**config.mk**
```make
export PLATFORM = sky130hd
export DESIGN_NAME = adc_config_alert_control
export DESIGN_NICKNAME = d
export VERILOG_FILES = /design/src/logic/adc_cfg_pkg.sv /design/src/logic/bus_filter_if.sv /design/src/logic/adc_config_alert_control.sv /design/src/logic/bus_glitch_filter.sv
export VERILOG_INCLUDE_DIRS = /design/src /design/src/logic
export SDC_FILE = /design/constraint.sdc
export NUM_CORES = 1
export LEC_CHECK = 0
export BUFFER_PORTS_ARGS = -buffer_cell sky130_fd_sc_hd__buf_2
export CORE_ASPECT_RATIO = 0.8
export CORE_MARGIN = 5
export CORE_UTILIZATION = 56
export CTS_BUF_LIST = sky130_fd_sc_hd__clkbuf_4 sky130_fd_sc_hd__clkbuf_8
export CTS_CLUSTER_SIZE = 30
export DETAILED_ROUTE_END_ITERATION = 16
export HOLD_SLACK_MARGIN = 0.05
export PLACE_DENSITY = 0.91
export SLEW_MARGIN = 10
export SYNTH_ARGS = -nofsm -noshare
export SYNTH_HDL_FRONTEND = slang
export SYNTH_SLANG_ARGS = --single-unit
```
**constraint.sdc**
```tcl
create_clock -name CLK_SYS_I -period 3 [get_ports CLK_SYS_I]
set_clock_uncertainty 0.15 [all_clocks]
set_input_delay 0.15 -clock CLK_SYS_I [delete_from_list [all_inputs] [get_ports CLK_SYS_I]]
set_output_delay 0.15 -clock CLK_SYS_I [all_outputs]
set_load 0.02 [all_outputs]
```
**src/logic/adc_cfg_defs.svh**
```systemverilog
// named constants for the converter configuration and alert block
// assumes a 100 MHz system clock and an AXI4-Lite register port
`ifndef ADC_CFG_DEFS_SVH
`define ADC_CFG_DEFS_SVH

// register byte offsets
`define OFS_CONFIG 8'h00
`define OFS_IRQ_STAT 8'h04
`define OFS_IRQ_MASK 8'h08
`define OFS_CORE_STAT 8'h0C
`define OFS_ALERT_STAT 8'h10

// configuration register reset value and width
`define CFG_RESET 16'h0000
`define CFG_W 16

// configuration field positions
`define CFG_SMP_HOLD_DIS 14
`define CFG_TRIAL_HOLD_DIS 13
`define CFG_AUTOCYCLE 12
`define CFG_MODE_HI 11
`define CFG_MODE_LO 4
`define CFG_FILT_DIS 3
`define CFG_PIN_HI 2
`define CFG_PIN_LO 1
`define CFG_POL 0

// shared pin function codes
`define PIN_NONE 2'b00
`define PIN_BUSY 2'b01
`define PIN_ALERT 2'b10
`define PIN_CLEAR 2'b11

// interrupt status bit positions
`define IRQ_DONE 0
`define IRQ_ABORT 1
`define IRQ_ALERT 2
`define IRQ_W 3

// core status bit positions
`define CST_ALERT_FLAG 0
`define CST_CONV_BUSY 1
`define CST_BUS_ACTIVE 2

// bus responses
`define RESP_OKAY 2'b00
`define RESP_SLVERR 2'b10

// timing
`define CLK_MHZ 100
`define HOLD_NS 1000
`define FILT_NS 50
`define HOLD_CYC ((`HOLD_NS * `CLK_MHZ) / 1000)
`define FILT_CYC ((`FILT_NS * `CLK_MHZ + 999) / 1000)

// converter resolution and idle line level
`define ADC_BITS 12
`define LINE_IDLE 1'b1

`endif

```
**src/logic/adc_cfg_pkg.sv**
```systemverilog
// types shared by the configuration and alert block
// assumes nothing beyond the defines header
`default_nettype none
package adc_cfg_pkg;
  // conversion sequencer states
  typedef enum logic [1:0] {
    CONV_IDLE = 2'b00,
    CONV_SAMPLE = 2'b01,
    CONV_TRIAL = 2'b10
  } conv_state_t;
  // shared pin function selection
  typedef logic [1:0] pin_mode_t;
endpackage
`default_nettype wire

```
**src/logic/bus_filter_if.sv**
```systemverilog
// carrier between the control block and the serial line filter
// assumes both ends run on the same system clock
`timescale 1ns/1ns
`default_nettype none
interface bus_filter_if;
  logic [1:0] raw; // raw pins, bit 1 clock line, bit 0 data line
  logic [1:0] clean; // synchronised and filtered lines
  logic bypass; // filter bypass
  modport filt (input raw, input bypass, output clean);
  modport ctrl (output raw, output bypass, input clean);
endinterface
`default_nettype wire

```
**src/logic/adc_config_alert_control.sv**
```systemverilog
// configuration, bus hold-off and alert pin control of a monitoring ADC
// assumes an AXI4-Lite master on the system clock; serial pins async
//
// Function
// - D14 low: sampling waits while bus active
// - D13 low: bit trials wait while bus active
// - D14, D13, D3 read zero after reset
// - D14 high: sample at fixed point, no wait
// - sampling hold-off over 1 us aborts conversion
// - bit-trial hold-off may stretch conversion time
// - D3 low filters bus pulses under 50 ns
// - D2:D1 selects none, busy or alert pin
// - writing 11 clears pin, flag, alert status
// - after clear, D2:D1 reads back 10
// - whole configuration register resets to zero
// - clear leaves pin enabled as alert output
//
// The AXI4-Lite interface to the registers and the register addresses are this design's own decisions.
`timescale 1ns/1ns
`default_nettype none
`include "adc_cfg_defs.svh"
module adc_config_alert_control
  import adc_cfg_pkg::*;
#(
  parameter int ALERT_W = 24,
  parameter int HOLD_CYC = `HOLD_CYC,
  parameter int FILT_CYC = `FILT_CYC
) (
  // clock and reset
  input wire logic CLK_SYS_I,
  input wire logic RST_N_I,
  // axi4-lite write address and data
  input wire logic AXI_AWVALID_I,
  output logic AXI_AWREADY_O,
  input wire logic [7:0] AXI_AWADDR_I,
  input wire logic AXI_WVALID_I,
  output logic AXI_WREADY_O,
  input wire logic [31:0] AXI_WDATA_I,
  input wire logic [3:0] AXI_WSTRB_I,
  // axi4-lite write response
  output logic AXI_BVALID_O,
  input wire logic AXI_BREADY_I,
  output logic [1:0] AXI_BRESP_O,
  // axi4-lite read
  input wire logic AXI_ARVALID_I,
  output logic AXI_ARREADY_O,
  input wire logic [7:0] AXI_ARADDR_I,
  output logic AXI_RVALID_O,
  input wire logic AXI_RREADY_I,
  output logic [31:0] AXI_RDATA_O,
  output logic [1:0] AXI_RRESP_O,
  // serial bus pins, observed only
  input wire logic SCL_I,
  input wire logic SDA_I,
  // converter core
  input wire logic CONV_START_I,
  input wire logic [ALERT_W-1:0] ALERT_EVENT_I,
  output logic SAMPLE_O,
  output logic BIT_TRIAL_O,
  output logic [3:0] TRIAL_BIT_O,
  output logic CONV_DONE_O,
  output logic CONV_ABORT_O,
  output logic CONV_BUSY_O,
  output logic [7:0] INPUT_MODE_O,
  output logic AUTOCYCLE_O,
  // alert flag and shared pin
  output logic ALERT_FLAG_O,
  output logic ALERT_BUSY_PIN_O,
  // interrupt
  output logic IRQ_O
);
  import adc_cfg_pkg::*;

  ////////////////////////////////////////////////////////////////////////
  // declarations

  localparam int HW = $clog2(HOLD_CYC + 2);
  localparam logic [HW-1:0] HOLD_LIM = HW'(HOLD_CYC);
  localparam logic [3:0] TOP_BIT = 4'(`ADC_BITS - 1);

  logic [`CFG_W-1:0] cfg_q; // configuration register
  logic [`IRQ_W-1:0] irq_stat_q; // sticky interrupt events
  logic [`IRQ_W-1:0] irq_mask_q; // interrupt enables
  logic [ALERT_W-1:0] alert_q; // alert status bits
  logic alert_clr; // clear-alerts code seen this cycle
  logic aw_held_q; // write address latched
  logic w_held_q; // write data latched
  logic [7:0] waddr_q; // latched write address
  logic [31:0] wdata_q; // latched write data
  logic [3:0] wstrb_q; // latched byte enables
  logic do_wr; // both halves present, perform write
  logic bvalid_q; // write response pending
  logic [1:0] bresp_q; // write response code
  logic rvalid_q; // read data pending
  logic [31:0] rdata_q; // read data
  logic [1:0] rresp_q; // read response code
  logic scl_q; // previous filtered clock line
  logic sda_q; // previous filtered data line
  logic bus_act_q; // start seen, stop not yet
  conv_state_t st_q; // conversion sequencer state
  logic [HW-1:0] hold_q; // sampling hold-off length
  logic [3:0] bit_q; // bit under trial
  logic done_p; // conversion completed
  logic abort_p; // conversion aborted
  logic pin_q; // registered shared pin level
  logic [`IRQ_W-1:0] irq_ev; // interrupt events this cycle

  bus_filter_if fif ();

  // true when the address names a mapped register
  function automatic logic mapped(input logic [7:0] a);
    mapped = (a == `OFS_CONFIG) || (a == `OFS_IRQ_STAT) ||
             (a == `OFS_IRQ_MASK) || (a == `OFS_CORE_STAT) ||
             (a == `OFS_ALERT_STAT);
  endfunction

  ////////////////////////////////////////////////////////////////////////
  // serial line filter and bus activity

  assign fif.raw = {SCL_I, SDA_I};
  assign fif.bypass = cfg_q[`CFG_FILT_DIS];

  bus_glitch_filter #(.FILT_CYC(FILT_CYC)) i_bus_glitch_filter (
    .clk_i(CLK_SYS_I),
    .rst_n_i(RST_N_I),
    .f(fif.filt)
  );

  // bus counts as active from a start condition to a stop condition
  always_ff @(posedge CLK_SYS_I or negedge RST_N_I) begin
    if (!RST_N_I) begin
      scl_q <= `LINE_IDLE;
      sda_q <= `LINE_IDLE;
      bus_act_q <= 1'b0;
    end else begin
      scl_q <= fif.clean[1];
      sda_q <= fif.clean[0];
      if (scl_q && fif.clean[1] && sda_q && !fif.clean[0]) begin
        bus_act_q <= 1'b1; // start
      end else if (scl_q && fif.clean[1] && !sda_q && fif.clean[0]) begin
        bus_act_q <= 1'b0; // stop
      end
    end
  end

  ////////////////////////////////////////////////////////////////////////
  // axi4-lite write channel

  // address and data are accepted in either order, one write at a time
  assign AXI_AWREADY_O = !aw_held_q && !bvalid_q;
  assign AXI_WREADY_O = !w_held_q && !bvalid_q;
  assign do_wr = aw_held_q && w_held_q && !bvalid_q;

  // latch the two halves of a write
  always_ff @(posedge CLK_SYS_I or negedge RST_N_I) begin
    if (!RST_N_I) begin
      aw_held_q <= 1'b0;
      w_held_q <= 1'b0;
      waddr_q <= 8'h00;
      wdata_q <= 32'h0000_0000;
      wstrb_q <= 4'h0;
    end else begin
      if (AXI_AWVALID_I && AXI_AWREADY_O) begin
        aw_held_q <= 1'b1;
        waddr_q <= AXI_AWADDR_I;
      end else if (do_wr) begin
        aw_held_q <= 1'b0;
      end
      if (AXI_WVALID_I && AXI_WREADY_O) begin
        w_held_q <= 1'b1;
        wdata_q <= AXI_WDATA_I;
        wstrb_q <= AXI_WSTRB_I;
      end else if (do_wr) begin
        w_held_q <= 1'b0;
      end
    end
  end

  // write response, error for unmapped addresses
  always_ff @(posedge CLK_SYS_I or negedge RST_N_I) begin
    if (!RST_N_I) begin
      bvalid_q <= 1'b0;
      bresp_q <= `RESP_OKAY;
    end else if (do_wr) begin
      bvalid_q <= 1'b1;
      bresp_q <= mapped(waddr_q) ? `RESP_OKAY : `RESP_SLVERR;
    end else if (AXI_BREADY_I) begin
      bvalid_q <= 1'b0;
    end
  end

  assign AXI_BVALID_O = bvalid_q;
  assign AXI_BRESP_O = bresp_q;

  ////////////////////////////////////////////////////////////////////////
  // configuration register

  // clear-alerts code written into the low byte
  assign alert_clr = do_wr && waddr_q == `OFS_CONFIG && wstrb_q[0] &&
    wdata_q[`CFG_PIN_HI:`CFG_PIN_LO] == `PIN_CLEAR;

  // byte-lane writes; the clear code is never stored as such
  always_ff @(posedge CLK_SYS_I or negedge RST_N_I) begin
    if (!RST_N_I) begin
      cfg_q <= `CFG_RESET;
    end else if (do_wr && waddr_q == `OFS_CONFIG) begin
      if (wstrb_q[1]) begin
        cfg_q[15:8] <= wdata_q[15:8];
      end
      if (wstrb_q[0]) begin
        cfg_q[7:0] <= wdata_q[7:0];
        if (alert_clr) begin
          // read back 10 so the pin stays an alert output
          cfg_q[`CFG_PIN_HI:`CFG_PIN_LO] <= `PIN_ALERT;
        end
      end
    end
  end

  assign INPUT_MODE_O = cfg_q[`CFG_MODE_HI:`CFG_MODE_LO];
  assign AUTOCYCLE_O = cfg_q[`CFG_AUTOCYCLE];

  ////////////////////////////////////////////////////////////////////////
  // conversion sequencer with bus hold-off

  // sample waits on bus activity unless disabled; trials likewise.
  // an over-long sampling wait means the bus is misbehaving, so the
  // conversion is dropped instead of sampling late
  always_ff @(posedge CLK_SYS_I or negedge RST_N_I) begin
    if (!RST_N_I) begin
      st_q <= CONV_IDLE;
      hold_q <= '0;
      bit_q <= 4'h0;
    end else begin
      unique case (st_q)
        CONV_IDLE: begin
          hold_q <= '0;
          // autocycle restarts the sequencer by itself
          if (CONV_START_I || cfg_q[`CFG_AUTOCYCLE]) begin
            st_q <= CONV_SAMPLE;
          end
        end
        CONV_SAMPLE: begin
          if (!cfg_q[`CFG_SMP_HOLD_DIS] && bus_act_q) begin
            if (hold_q == HOLD_LIM) begin
              st_q <= CONV_IDLE;
            end else begin
              hold_q <= hold_q + 1'b1;
            end
          end else begin
            st_q <= CONV_TRIAL; // fixed point when disabled
            bit_q <= TOP_BIT;
          end
        end
        CONV_TRIAL: begin
          if (!cfg_q[`CFG_TRIAL_HOLD_DIS] && bus_act_q) begin
            st_q <= CONV_TRIAL; // stall, conversion stretches
          end else if (bit_q == 4'h0) begin
            st_q <= CONV_IDLE;
          end else begin
            bit_q <= bit_q - 1'b1;
          end
        end
      endcase
    end
  end

  // strobes derived from the state
  always_comb begin
    SAMPLE_O = st_q == CONV_SAMPLE &&
      (cfg_q[`CFG_SMP_HOLD_DIS] || !bus_act_q);
    abort_p = st_q == CONV_SAMPLE && !SAMPLE_O &&
      hold_q == HOLD_LIM;
    BIT_TRIAL_O = st_q == CONV_TRIAL &&
      (cfg_q[`CFG_TRIAL_HOLD_DIS] || !bus_act_q);
    done_p = BIT_TRIAL_O && bit_q == 4'h0;
  end

  assign TRIAL_BIT_O = bit_q;
  assign CONV_DONE_O = done_p;
  assign CONV_ABORT_O = abort_p;
  assign CONV_BUSY_O = st_q != CONV_IDLE;

  ////////////////////////////////////////////////////////////////////////
  // alert status and shared pin

  // events set, clear-alerts code or per-bit write-one clears; set wins
  always_ff @(posedge CLK_SYS_I or negedge RST_N_I) begin
    if (!RST_N_I) begin
      alert_q <= '0;
    end else if (alert_clr) begin
      alert_q <= ALERT_EVENT_I;
    end else if (do_wr && waddr_q == `OFS_ALERT_STAT) begin
      alert_q <= (alert_q & ~wdata_q[ALERT_W-1:0]) | ALERT_EVENT_I;
    end else begin
      alert_q <= alert_q | ALERT_EVENT_I;
    end
  end

  assign ALERT_FLAG_O = |alert_q;

  // pin function and polarity; the clear also drops the pin
  always_ff @(posedge CLK_SYS_I or negedge RST_N_I) begin
    if (!RST_N_I) begin
      pin_q <= 1'b0;
    end else begin
      unique case (pin_mode_t'(cfg_q[`CFG_PIN_HI:`CFG_PIN_LO]))
        `PIN_BUSY: pin_q <= (st_q != CONV_IDLE) ~^ cfg_q[`CFG_POL];
        `PIN_ALERT: pin_q <= (|alert_q) ~^ cfg_q[`CFG_POL];
        default: pin_q <= !cfg_q[`CFG_POL]; // inactive level
      endcase
    end
  end

  assign ALERT_BUSY_PIN_O = pin_q;

  ////////////////////////////////////////////////////////////////////////
  // interrupt status and mask

  assign irq_ev = {|ALERT_EVENT_I, abort_p, done_p};

  // sticky bits, write one to clear, a new event beats the clear
  always_ff @(posedge CLK_SYS_I or negedge RST_N_I) begin
    if (!RST_N_I) begin
      irq_stat_q <= '0;
    end else if (do_wr && waddr_q == `OFS_IRQ_STAT && wstrb_q[0]) begin
      irq_stat_q <= (irq_stat_q & ~wdata_q[`IRQ_W-1:0]) | irq_ev;
    end else begin
      irq_stat_q <= irq_stat_q | irq_ev;
    end
  end

  // mask register, one enable per status bit
  always_ff @(posedge CLK_SYS_I or negedge RST_N_I) begin
    if (!RST_N_I) begin
      irq_mask_q <= '0;
    end else if (do_wr && waddr_q == `OFS_IRQ_MASK && wstrb_q[0]) begin
      irq_mask_q <= wdata_q[`IRQ_W-1:0];
    end
  end

  assign IRQ_O = |(irq_stat_q & irq_mask_q);

  ////////////////////////////////////////////////////////////////////////
  // axi4-lite read channel

  assign AXI_ARREADY_O = !rvalid_q;

  // one-cycle read, unmapped reads return zero with an error
  always_ff @(posedge CLK_SYS_I or negedge RST_N_I) begin
    if (!RST_N_I) begin
      rvalid_q <= 1'b0;
      rdata_q <= 32'h0000_0000;
      rresp_q <= `RESP_OKAY;
    end else if (AXI_ARVALID_I && !rvalid_q) begin
      rvalid_q <= 1'b1;
      rresp_q <= mapped(AXI_ARADDR_I) ? `RESP_OKAY : `RESP_SLVERR;
      unique case (AXI_ARADDR_I)
        `OFS_CONFIG: rdata_q <= 32'(cfg_q);
        `OFS_IRQ_STAT: rdata_q <= 32'(irq_stat_q);
        `OFS_IRQ_MASK: rdata_q <= 32'(irq_mask_q);
        `OFS_CORE_STAT: rdata_q <= 32'({bus_act_q, st_q != CONV_IDLE,
                                         |alert_q});
        `OFS_ALERT_STAT: rdata_q <= 32'(alert_q);
        default: rdata_q <= 32'h0000_0000;
      endcase
    end else if (AXI_RREADY_I) begin
      rvalid_q <= 1'b0;
    end
  end

  assign AXI_RVALID_O = rvalid_q;
  assign AXI_RDATA_O = rdata_q;
  assign AXI_RRESP_O = rresp_q;
endmodule
`default_nettype wire

```
**src/logic/bus_glitch_filter.sv**
```systemverilog
// two-line glitch filter for the serial bus pins
// assumes raw pins are asynchronous; synchronises them first
`timescale 1ns/1ns
`default_nettype none
`include "adc_cfg_defs.svh"
module bus_glitch_filter #(
  parameter int FILT_CYC = `FILT_CYC
) (
  // clock and reset
  input wire logic clk_i,
  input wire logic rst_n_i,
  // lines
  bus_filter_if.filt f
);
  localparam int CW = $clog2(FILT_CYC + 1);
  localparam logic [CW-1:0] LAST = CW'(FILT_CYC - 1);

  for (genvar g = 0; g < 2; g++) begin : g_line
    logic s1_q; // first sync stage, read only by s2_q
    logic s2_q; // second sync stage
    logic cl_q; // accepted line level
    logic [CW-1:0] cnt_q; // cycles the new level has persisted

    // two-stage synchroniser
    always_ff @(posedge clk_i or negedge rst_n_i) begin
      if (!rst_n_i) begin
        s1_q <= `LINE_IDLE;
        s2_q <= `LINE_IDLE;
      end else begin
        s1_q <= f.raw[g];
        s2_q <= s1_q;
      end
    end

    // a new level is taken only after it persisted the full window
    always_ff @(posedge clk_i or negedge rst_n_i) begin
      if (!rst_n_i) begin
        cl_q <= `LINE_IDLE;
        cnt_q <= '0;
      end else if (s2_q == cl_q) begin
        cnt_q <= '0; // short pulse dies here
      end else if (f.bypass || cnt_q == LAST) begin
        cl_q <= s2_q; // bypass passes every edge
        cnt_q <= '0;
      end else begin
        cnt_q <= cnt_q + 1'b1;
      end
    end

    assign f.clean[g] = cl_q;
  end
endmodule
`default_nettype wire

```
==> results.sh, run 1 <==
export IMPL_status="completed"
export IMPL_fp_dieH_um=105
export IMPL_numPortBuffers=127
export IMPL_nNetsFinal=834
export IMPL_synth_top_family_by_area="multiplexers"
export IMPL_fin_total_pwr_mw=6.05
export IMPL_peakVddDrop_mv=0.743
export IMPL_synthToLayoutAreaGrowth_pct=29.2
export IMPL_setup_worst_path_class="reg2reg"
export IMPL_synth_seq_area_share_pct=55.4
export IMPL_multi_input_area_um2=2540
export IMPL_synth_area_leaders="dfrtp_1 52%, mux2_2 8.9%, nand2_1 4.0%, dfstp_2 3.3%, mux2i_1 3.3%"
export IMPL_required_ns=3.20
export IMPL_r2r_start="waddr_q[0]$_DFFE_PN0P_"
export IMPL_cp_end_kind="flip-flop"
export IMPL_power_leakage_nw=3.82
export IMPL_finalCritPeriodShare_pct=85.9
export IMPL_numClockSinks=139
export IMPL_rsz0062_at_grt="no"
export IMPL_route_detailed_drc=0
export IMPL_num_rows=34
export IMPL_crit_fanout=7
export IMPL_slew_viol_final=0
export IMPL_reg2reg_to="irq_stat_q[2]$_DFF_PN0_"
export IMPL_final_common_cell="dfrtp_1"
export IMPL_dr_total_vias=5425
export IMPL_fin_util_pct=74.5
export IMPL_crit_start="waddr_q[0]$_DFFE_PN0P_"
export IMPL_h_tree_depth=4
export IMPL_grt_max_degree=93
export IMPL_ctsLongestPathBuffers=2
export IMPL_synthXorXnorAreaFrac_pct=0.834
export IMPL_setup_violations_final=0
export IMPL_hold_viol_final=0
export IMPL_drive_gt1_share_pct=34.0
export IMPL_core_region_area_um2=10900
export IMPL_syn_avg_cell_area_um2=11.6
export IMPL_min_period_ns=2.58
export IMPL_grt_overflow=0
export IMPL_synth_compound_area_share_pct=10.2
export IMPL_initial_core_util_pct=57.6
export IMPL_clock_fmax_ghz=0.388
export IMPL_first_pass_iters=6
export IMPL_tns_ns=0
export IMPL_grt_pass1_wl_um=31900
export IMPL_start_kind="flip-flop"
export IMPL_yosys_area_share_simple_pct=12.3
export IMPL_synth_edf_count=0
export IMPL_gp_congestion=0.869
export IMPL_yosysUniqueCellTypes=54
export IMPL_die_x_um=129
export IMPL_layout_common_cells="131 x dfrtp_1, 126 x buf_2, 72 x dlygate4sd3_1, 67 x nand2_1, 50 x mux2_2"
export IMPL_viasPerCell=6.08
export IMPL_regArea_um2=3490
export IMPL_ys_flop_type="dfrtp_1"
export IMPL_ant_nets=0
export IMPL_fill_cells=646
export IMPL_holdCritPathClass="in2reg"
export IMPL_reg2reg_depth=4
export IMPL_cts_clk_slew_worst_paths_ns=0.08
export IMPL_antenna_found_initial=0
export IMPL_critical_path_endpoint="irq_stat_q[2]$_DFF_PN0_"
export IMPL_grt_pass1_vias=5812
export IMPL_synthCells=541
export IMPL_root_buffer="clkbuf_8"
export IMPL_synth_seq_cells=139
export IMPL_tightest_slew_ns=0.846
export IMPL_synth_mux_area_share_pct=13.9
export IMPL_diodes=0
export IMPL_cap_viol_max_count=0
export IMPL_dp_hpwl_um=11500
export IMPL_wl_um=19800
export IMPL_drt_initial_drc_count=516
export IMPL_cts_tree="done"
export IMPL_wire_per_inst_um=22.1
export IMPL_synthAdderAreaFrac_pct=2.38
export IMPL_rrSetupSlack_ns=0.42
export IMPL_yosysWarnings=0
export IMPL_dieArea_um2=13500
export IMPL_synth_top_area_share_pct=52.0
export IMPL_crit_arrival_ns=2.78
export IMPL_track_usage_pct=31.0
export IMPL_clkLatencyLatePin_ns=0.47
export IMPL_powerDensity_nw_per_um2=743
export IMPL_ios=148
export IMPL_cts_made_buffers=17
export IMPL_synth_top_area_cell="dfrtp_1"
export IMPL_synth_cell_area_um2=6300
export IMPL_relSlewSlack_pct=43.6
export IMPL_async_reset_ff_share_pct=100
==> critical path, cell delays in order (launching register included) <==
cell	delay, ns
dfrtp_1	0.38
or4_1	0.69
nor4_1	0.74
nand2_1	0.18
a211o_1	0.32
==> power breakdown <==
group	switching (mW)	total, mW	leakage [nW]	internal [mW]
clock	0.737	1.69	0.226	0.957
sequential	0.429	2.75	1.65	2.32
combinational	0.866	1.61	1.94	0.745
total	2.03	6.05	3.82	4.02
==> worst min path at each step <==
stage                             from                                           end  slack (ns)  cells after the start
after detailed placement         SDA_I  i_bus_glitch_filter.g_line[0].s1_q$_DFF_PN1_        0.11                      1
final                     CONV_START_I                           st_q[0]$_DFFE_PN0P_        0.15                      4
after floorplan                RST_N_I                    ALERT_BUSY_PIN_O$_DFF_PN0_       -0.30                      0
after global placement           SCL_I  i_bus_glitch_filter.g_line[1].s1_q$_DFF_PN1_        0.11                      1
after CTS                 CONV_START_I                           st_q[0]$_DFFE_PN0P_        0.15                      4
after global routing      CONV_START_I                           st_q[0]$_DFFE_PN0P_        0.17                      4
==> area by class of cell <==
type | instances | area share, %
Inverter | 24 | 1.11
Timing Repair Buffer | 204 | 17.3
Multi-Input combinational cell | 350 | 31.2
Tap cell | 144 | 2.21
Clock buffer | 25 | 4.00
Sequential cell | 139 | 42.8
Clock inverter | 6 | 1.34
==> timing repair <==
action,CTS,global route
resized for setup,0,0
buffers inserted,0,0
hold buffers,72,0
hold endpoints to repair,151,0
endpoints found under the setup margin,0,0
==> cell families after synthesis <==
family,Yosys count
adder cells (fa/ha/maj),12
flip-flops,139
AO/OA/AOI/OAI,90
AND/OR/NAND/NOR,154
XOR/XNOR,6
other,1
buffers and inverters,61
multiplexers,78
==> cells in the mapped netlist, drive strengths merged, types with 2 or more instances <==
library cell,n
a211o,2
a21o,3
a21oi,6
a22o,8
a2bb2oi,2
a31o,24
a31oi,5
and3,6
and4,2
buf,26
clkbuf,11
dfrtp,131
dfstp,8
ha,12
inv,24
mux2,57
mux2i,21
nand2,67
nand2b,6
nand3,4
nand3b,2
nand4,4
nor2,19
nor2b,10
nor3,8
nor4,15
o21a,2
o21ai,25
o31ai,3
or2,2
or4,6
xnor2,6
==> metrics by stage <==
stage	cell area, um^2	instances	setup slack, ns	hold slack, ns
floorplan	6340	550	0.710	-0.296
global placement	6990	789	0.641	0.108
detailed placement	6990	789	0.541	0.107
CTS	8140	892	0.515	0.146
global route	8140	892	0.349	0.173
finish	8140	892	0.423	0.150
==> state kept, by name, indices dropped and copies added (netlist names), 2 cells and up <==
name / flops
st_q: 2
AXI_RDATA_O: 24
waddr_q: 8
i_bus_glitch_filter.g_line.s2_q: 2
cfg_q: 16
wdata_q: 24
irq_stat_q: 3
hold_q: 7
i_bus_glitch_filter.g_line.s1_q: 2
alert_q: 24
i_bus_glitch_filter.g_line.cnt_q: 6
i_bus_glitch_filter.g_line.cl_q: 2
wstrb_q: 2
irq_mask_q: 3
TRIAL_BIT_O: 4
==> routing by layer <==
layer	vias to the layer above	wire length [um]	track usage, %
met5	-	0	0
met4	0	1310	21.2
met3	105	1940	10.5
met2	390	9350	48.0
met1	2630	7160	36.5
li1	2300	-	-
(Power assumes the default switching activity.)
==> run 2, diff against run 1 <==
--- a/config.mk
+++ b/config.mk
@@ -7,9 +7,11 @@
 export NUM_CORES = 1
 export LEC_CHECK = 0
 export BUFFER_PORTS_ARGS = -buffer_cell sky130_fd_sc_hd__buf_2
+export CELL_PAD_IN_SITES_DETAIL_PLACEMENT = 1
+export CELL_PAD_IN_SITES_GLOBAL_PLACEMENT = 1
 export CORE_ASPECT_RATIO = 0.8
 export CORE_MARGIN = 5
-export CORE_UTILIZATION = 56
+export CORE_UTILIZATION = 44
 export CTS_BUF_LIST = sky130_fd_sc_hd__clkbuf_4 sky130_fd_sc_hd__clkbuf_8
 export CTS_CLUSTER_SIZE = 30
 export DETAILED_ROUTE_END_ITERATION = 16
==> run 2 against run 1 <==
Net effect:
- global-route usage is 2.2 points lower
- register-to-register slack worse by 0.08 ns
- critical path depth unchanged
- sequential share of layout area is 0.42 points lower
- maximum frequency shrank 3.1%
- count of clock-buffer cells in the layout is 8 lower
- first-iteration DRC count fell by 17%
- non-clock buffer count is 1 higher
- die area grew 25%
- clock power up 8%
- critical endpoint is now cfg_q[15]$_DFFE_PN0P_
- highest routed layer unchanged
==> results.sh, run 2 (synthesized netlist as in run 1, its figures left out) <==
export IMPL_reg2reg_depth=4
export IMPL_wl_um=23400
export IMPL_power_leakage_nw=3.82
export IMPL_comb_power_share_pct=27.2
export IMPL_powerDensity_nw_per_um2=769
export IMPL_tns_ns=0
export IMPL_numClockSinks=139
export IMPL_num_rows=39
export IMPL_cap_viol_max_count=0
export IMPL_p_seq_share_pct=43.9
export IMPL_stdcell_count=934
export IMPL_ctsLongestPathBuffers=2
export IMPL_drt_initial_drc_count=429
export IMPL_numPortBuffers=127
export IMPL_root_buffer="clkbuf_8"
export IMPL_status="completed"
export IMPL_cts_made_buffers=17
export IMPL_relSlewSlack_pct=41.5
export IMPL_cts_setup_buffers=0
export IMPL_finalCritPeriodShare_pct=88.6
export IMPL_placed_cell_area_um2=7040
export IMPL_tightest_slew_ns=0.869
export IMPL_setup_ws_ns=0.342
export IMPL_hold_viol_final=0
export IMPL_required_ns=3.20
export IMPL_setup_violations_final=0
export IMPL_dp_hpwl_um=13700
export IMPL_switching_share_pct=35.8
export IMPL_pre_cts_ws_ns=0.425
export IMPL_core_region_area_um2=14200
export IMPL_dr_total_vias=5390
export IMPL_nNetsFinal=835
export IMPL_fin_total_pwr_mw=6.32
export IMPL_track_usage_pct=28.8
export IMPL_p_int_mw=4.06
export IMPL_peakVddDrop_mv=0.505
export IMPL_antenna_found_initial=2
export IMPL_wire_per_inst_um=25.0
export IMPL_fill_cells=1538
export IMPL_ios=148
export IMPL_ant_nets=0
export IMPL_dp_cells=829
export IMPL_fin_util_pct=58.1
export IMPL_grt_pass1_wl_um=35600
export IMPL_cp_end_kind="flip-flop"
export IMPL_min_period_ns=2.66
export IMPL_slew_viol_final=0
export IMPL_clkLatencyLatePin_ns=0.47
export IMPL_hold_slack_ns=0.104
export IMPL_viasPerCell=5.77
export IMPL_clock_fmax_ghz=0.376
export IMPL_grt_max_degree=77
export IMPL_route_detailed_drc=0
export IMPL_cts_tree="done"
export IMPL_h_tree_depth=4
export IMPL_initial_core_util_pct=44.5
export IMPL_grt_overflow=0
export IMPL_start_kind="flip-flop"
export IMPL_die_x_um=144
export IMPL_first_pass_iters=5
export IMPL_holdCritPathClass="in2async"
export IMPL_fp_dieH_um=117
export IMPL_drive_gt1_share_pct=33.9
export IMPL_gp_congestion=0.860
export IMPL_p_clk_share_pct=28.9
export IMPL_crit_arrival_ns=2.86
export IMPL_rsz0062_at_grt="no"
export IMPL_fin_area_um2=8220
export IMPL_synthToLayoutAreaGrowth_pct=30.5
export IMPL_layout_common_cells="131 x dfrtp_1, 126 x buf_2, 73 x dlygate4sd3_1, 67 x nand2_1, 50 x mux2_2"
export IMPL_dieArea_um2=16800
export IMPL_cts_clk_slew_worst_paths_ns=0.09
export IMPL_switching_power_mw=2.27
export IMPL_final_common_cell="dfrtp_1"
export IMPL_setup_worst_path_class="reg2reg"
export IMPL_grt_pass1_vias=5882
export IMPL_crit_fanout=8
==> run 2: final timing paths <==
| kind | start | slack, ns | endpoint |
|---|---|---|---|
| max in group asynchronous | RST_N_I | 1.73 | scl_q$_DFF_PN1_ |
| setup reg to reg | waddr_q[0]$_DFFE_PN0P_ | 0.34 | cfg_q[15]$_DFFE_PN0P_ |
| setup / recovery | waddr_q[0]$_DFFE_PN0P_ | 0.34 | cfg_q[15]$_DFFE_PN0P_ |
| min in group CLK_SYS_I | CONV_START_I | 0.18 | st_q[0]$_DFFE_PN0P_ |
| hold reg to reg | i_bus_glitch_filter.g_line[1].s1_q$_DFF_PN1_ | 0.21 | i_bus_glitch_filter.g_line[1].s2_q$_DFF_PN1_ |
| hold / removal | RST_N_I | 0.10 | waddr_q[7]$_DFFE_PN0P_ |
==> run 2: power by group through the flow <==
stage | combinational [mW] | clock (mW) | sequential, mW
finish | 1.72 | 1.83 | 2.78
global route | 1.85 | 1.91 | 2.82
CTS | 1.63 | 1.78 | 2.72
detailed placement | 1.53 | 0 | 2.75
global placement | 1.39 | 0 | 2.69
floorplan | 1.09 | 0 | 2.63
==> run 2: critical path: stages (launching register included) <==
cell and delay (ns):
dfrtp_1 0.38, or4_1 0.71, nor3_1 0.35, nand3_1 0.48, mux2_2 0.47
==> run 2: routing by layer <==
metal,wire length [um],up-vias,track usage (%)
met3,1410,94,6.17
met5,0,-,0
met1,8830,2716,34.0
met2,11700,292,48.2
met4,1430,0,18.6
li1,-,2288,-
==> run 2: repair_timing <==
| action | in CTS | in global routing |
|---|---|---|
| gates resized for setup | 0 | 0 |
| hold buffers | 73 | 0 |
| hold endpoints to repair | 131 | 0 |
==> run 2: final cells by class <==
class	instances	area [um^2]	share of cell area, %
Sequential cell	139	3490	42.4
Clock buffer	17	234	2.85
Multi-Input combinational cell	350	2540	30.9
Antenna cell	1	2.50	0.0304
Inverter	24	90.1	1.10
Timing Repair Buffer	205	1420	17.3
Clock inverter	14	218	2.65
Tap cell	184	230	2.80
==> run 3, diff against run 2 <==
--- a/config.mk
+++ b/config.mk
@@ -7,6 +7,7 @@
 export NUM_CORES = 1
 export LEC_CHECK = 0
 export BUFFER_PORTS_ARGS = -buffer_cell sky130_fd_sc_hd__buf_2
+export CAP_MARGIN = 10
 export CELL_PAD_IN_SITES_DETAIL_PLACEMENT = 1
 export CELL_PAD_IN_SITES_GLOBAL_PLACEMENT = 1
 export CORE_ASPECT_RATIO = 0.8
@@ -17,6 +18,7 @@
 export DETAILED_ROUTE_END_ITERATION = 16
 export HOLD_SLACK_MARGIN = 0.05
 export PLACE_DENSITY = 0.91
+export REMOVE_ABC_BUFFERS = 1
 export SLEW_MARGIN = 10
 export SYNTH_ARGS = -nofsm -noshare
 export SYNTH_HDL_FRONTEND = slang
==> constraint.sdc (replaced) <==
create_clock -name CLK_SYS_I -period 3 [get_ports CLK_SYS_I]
set_clock_uncertainty 0.15 [all_clocks]
set_input_delay 0.15 -clock CLK_SYS_I [delete_from_list [all_inputs] [get_ports CLK_SYS_I]]
set_output_delay 0.15 -clock CLK_SYS_I [all_outputs]
set_load 0.1 [all_outputs]
==> run 3 against run 2 <==
Net effect:
- register-to-register slack gained 0.18 ns
- routed wire length is 11% lower
- design area barely moved
- maximum frequency fell by 1.8%
- non-clock buffer count is 1 lower
- worst setup slack worse by 0.049 ns
==> results.sh, run 3 (synthesized netlist as in run 1, its figures left out) <==
export IMPL_tightest_slew_ns=0.739
export IMPL_layout_common_cells="131 x dfrtp_1, 126 x buf_2, 69 x dlygate4sd3_1, 67 x nand2_1, 50 x mux2_2"
export IMPL_die_x_um=144
export IMPL_setup_worst_path_class="reg2out"
export IMPL_dp_hpwl_um=13000
export IMPL_final_common_cell="dfrtp_1"
export IMPL_numClockSinks=139
export IMPL_ios=148
export IMPL_fin_total_pwr_mw=6.75
export IMPL_drt_initial_drc_count=278
export IMPL_track_usage_pct=25.5
export IMPL_nNetsFinal=834
export IMPL_cts_tree="done"
export IMPL_clkLatencyLatePin_ns=0.44
export IMPL_crit_arrival_ns=2.41
export IMPL_drive_gt1_share_pct=34.4
export IMPL_required_ns=2.70
export IMPL_setup_violations_final=0
export IMPL_viasPerCell=5.54
export IMPL_start_kind="flip-flop"
export IMPL_status="completed"
export IMPL_cts_clk_slew_worst_paths_ns=0.08
export IMPL_wire_per_inst_um=22.4
export IMPL_core_region_area_um2=14200
export IMPL_placed_cell_area_um2=7060
export IMPL_diodes=0
export IMPL_slew_viol_final=0
export IMPL_cts_made_buffers=17
export IMPL_root_buffer="clkbuf_8"
export IMPL_dr_total_vias=5169
export IMPL_cp_end_kind="output pin"
export IMPL_fp_dieH_um=117
export IMPL_min_period_ns=2.71
export IMPL_clock_fmax_ghz=0.369
export IMPL_grt_pass1_wl_um=32400
export IMPL_initial_core_util_pct=44.5
export IMPL_route_detailed_drc=0
export IMPL_gp_congestion=0.822
export IMPL_crit_fanout=5
export IMPL_h_tree_depth=4
export IMPL_grt_pass1_vias=5851
export IMPL_grt_overflow=0
export IMPL_ctsLongestPathBuffers=2
export IMPL_peakVddDrop_mv=0.713
export IMPL_fin_area_um2=8220
export IMPL_relSlewSlack_pct=50.7
export IMPL_powerDensity_nw_per_um2=822
export IMPL_rsz0062_at_grt="no"
export IMPL_cts_setup_buffers=0
export IMPL_first_pass_iters=5
export IMPL_cap_viol_max_count=0
export IMPL_dieArea_um2=16800
export IMPL_wl_um=20900
export IMPL_fill_cells=1510
export IMPL_power_leakage_nw=3.83
export IMPL_antenna_found_initial=0
export IMPL_num_rows=39
export IMPL_ant_nets=0
export IMPL_holdCritPathClass="in2async"
export IMPL_grt_max_degree=83
export IMPL_synthToLayoutAreaGrowth_pct=30.4
export IMPL_hold_viol_final=0
export IMPL_numPortBuffers=127
export IMPL_finalCritPeriodShare_pct=90.3
## run 3: cell count changes in the layout (fill, tap and decap cells not counted)
cell	before	now
clkinvlp_4	3	1
clkbuf_4	0	2
clkinv_2	2	1
dlygate4sd3_1	73	69
diode_2	1	0
clkinv_4	2	4
inv_6	2	1
inv_8	0	1
buf_4	4	7
## run 3: repair_timing
item | 4_1_cts | 5_1_grt
hold buffers | 69 | 0
hold endpoints to repair | 125 | 0
gates resized for setup | 0 | 0
## run 3: cell type report
cell class	instances	area, um^2	share of cell area [%]
well taps	184	230	2.80
inverters	24	90.1	1.10
repair buffers	204	1410	17.1
flip-flops and latches	139	3490	42.4
clock buffers	19	249	3.03
clock inverters	13	218	2.65
multi-input cells	350	2540	30.9
## run 3: stage by stage
step	std cells	setup TNS [ns]	setup WS (ns)	hold slack, ns	utilization [%]
after global placement	832	0	0.643	-0.00146	49.9
after floorplan	513	-19.29	-0.727	-0.296	-
final	933	0	0.292	0.0992	58.1
after global routing	933	0	0.132	0.107	58.1
after CTS	933	0	0.266	0.0669	58.1
after detailed placement	832	0	0.581	0.0139	49.9
## run 3: worst paths after layout
path                                                              start                                            to  slack, ns  cells after the start
max in group asynchronous                                       RST_N_I                    ALERT_BUSY_PIN_O$_DFF_PN0_       1.74                      3
min                                                             RST_N_I                        wdata_q[6]$_DFFE_PN0P_        0.1                      2
min reg2reg                i_bus_glitch_filter.g_line[0].s1_q$_DFF_PN1_  i_bus_glitch_filter.g_line[0].s2_q$_DFF_PN1_       0.21                      0
max reg2reg                                      waddr_q[5]$_DFFE_PN0P_                       irq_stat_q[2]$_DFF_PN0_       0.52                      4
min in group CLK_SYS_I                                     CONV_START_I                           st_q[0]$_DFFE_PN0P_       0.12                      4
max                                          TRIAL_BIT_O[0]$_DFFE_PN0P_                                   CONV_DONE_O       0.29                      5
## run 3: worst max-delay path: stages (launching register included)
cell and delay (ns):
dfrtp_1 0.43, inv_1 0.12, ha_1 0.14, nor3b_1 0.47, and3_1 0.34, buf_2 0.46
## run 3: where the power goes
part | internal, mW | leakage (nW) | switching (mW)
combinational | 0.755 | 1.94 | 1.46
sequential | 2.31 | 1.65 | 0.411
clock | 1.02 | 0.233 | 0.787
total | 4.09 | 3.83 | 2.66
## run 3: routing by layer
metal / share of wire [%] / GRT usage [%]
met4: 2.7 / 9.72
met3: 6.2 / 5.61
met2: 52 / 46.6
met5: 0 / 0
met1: 39 / 29.6
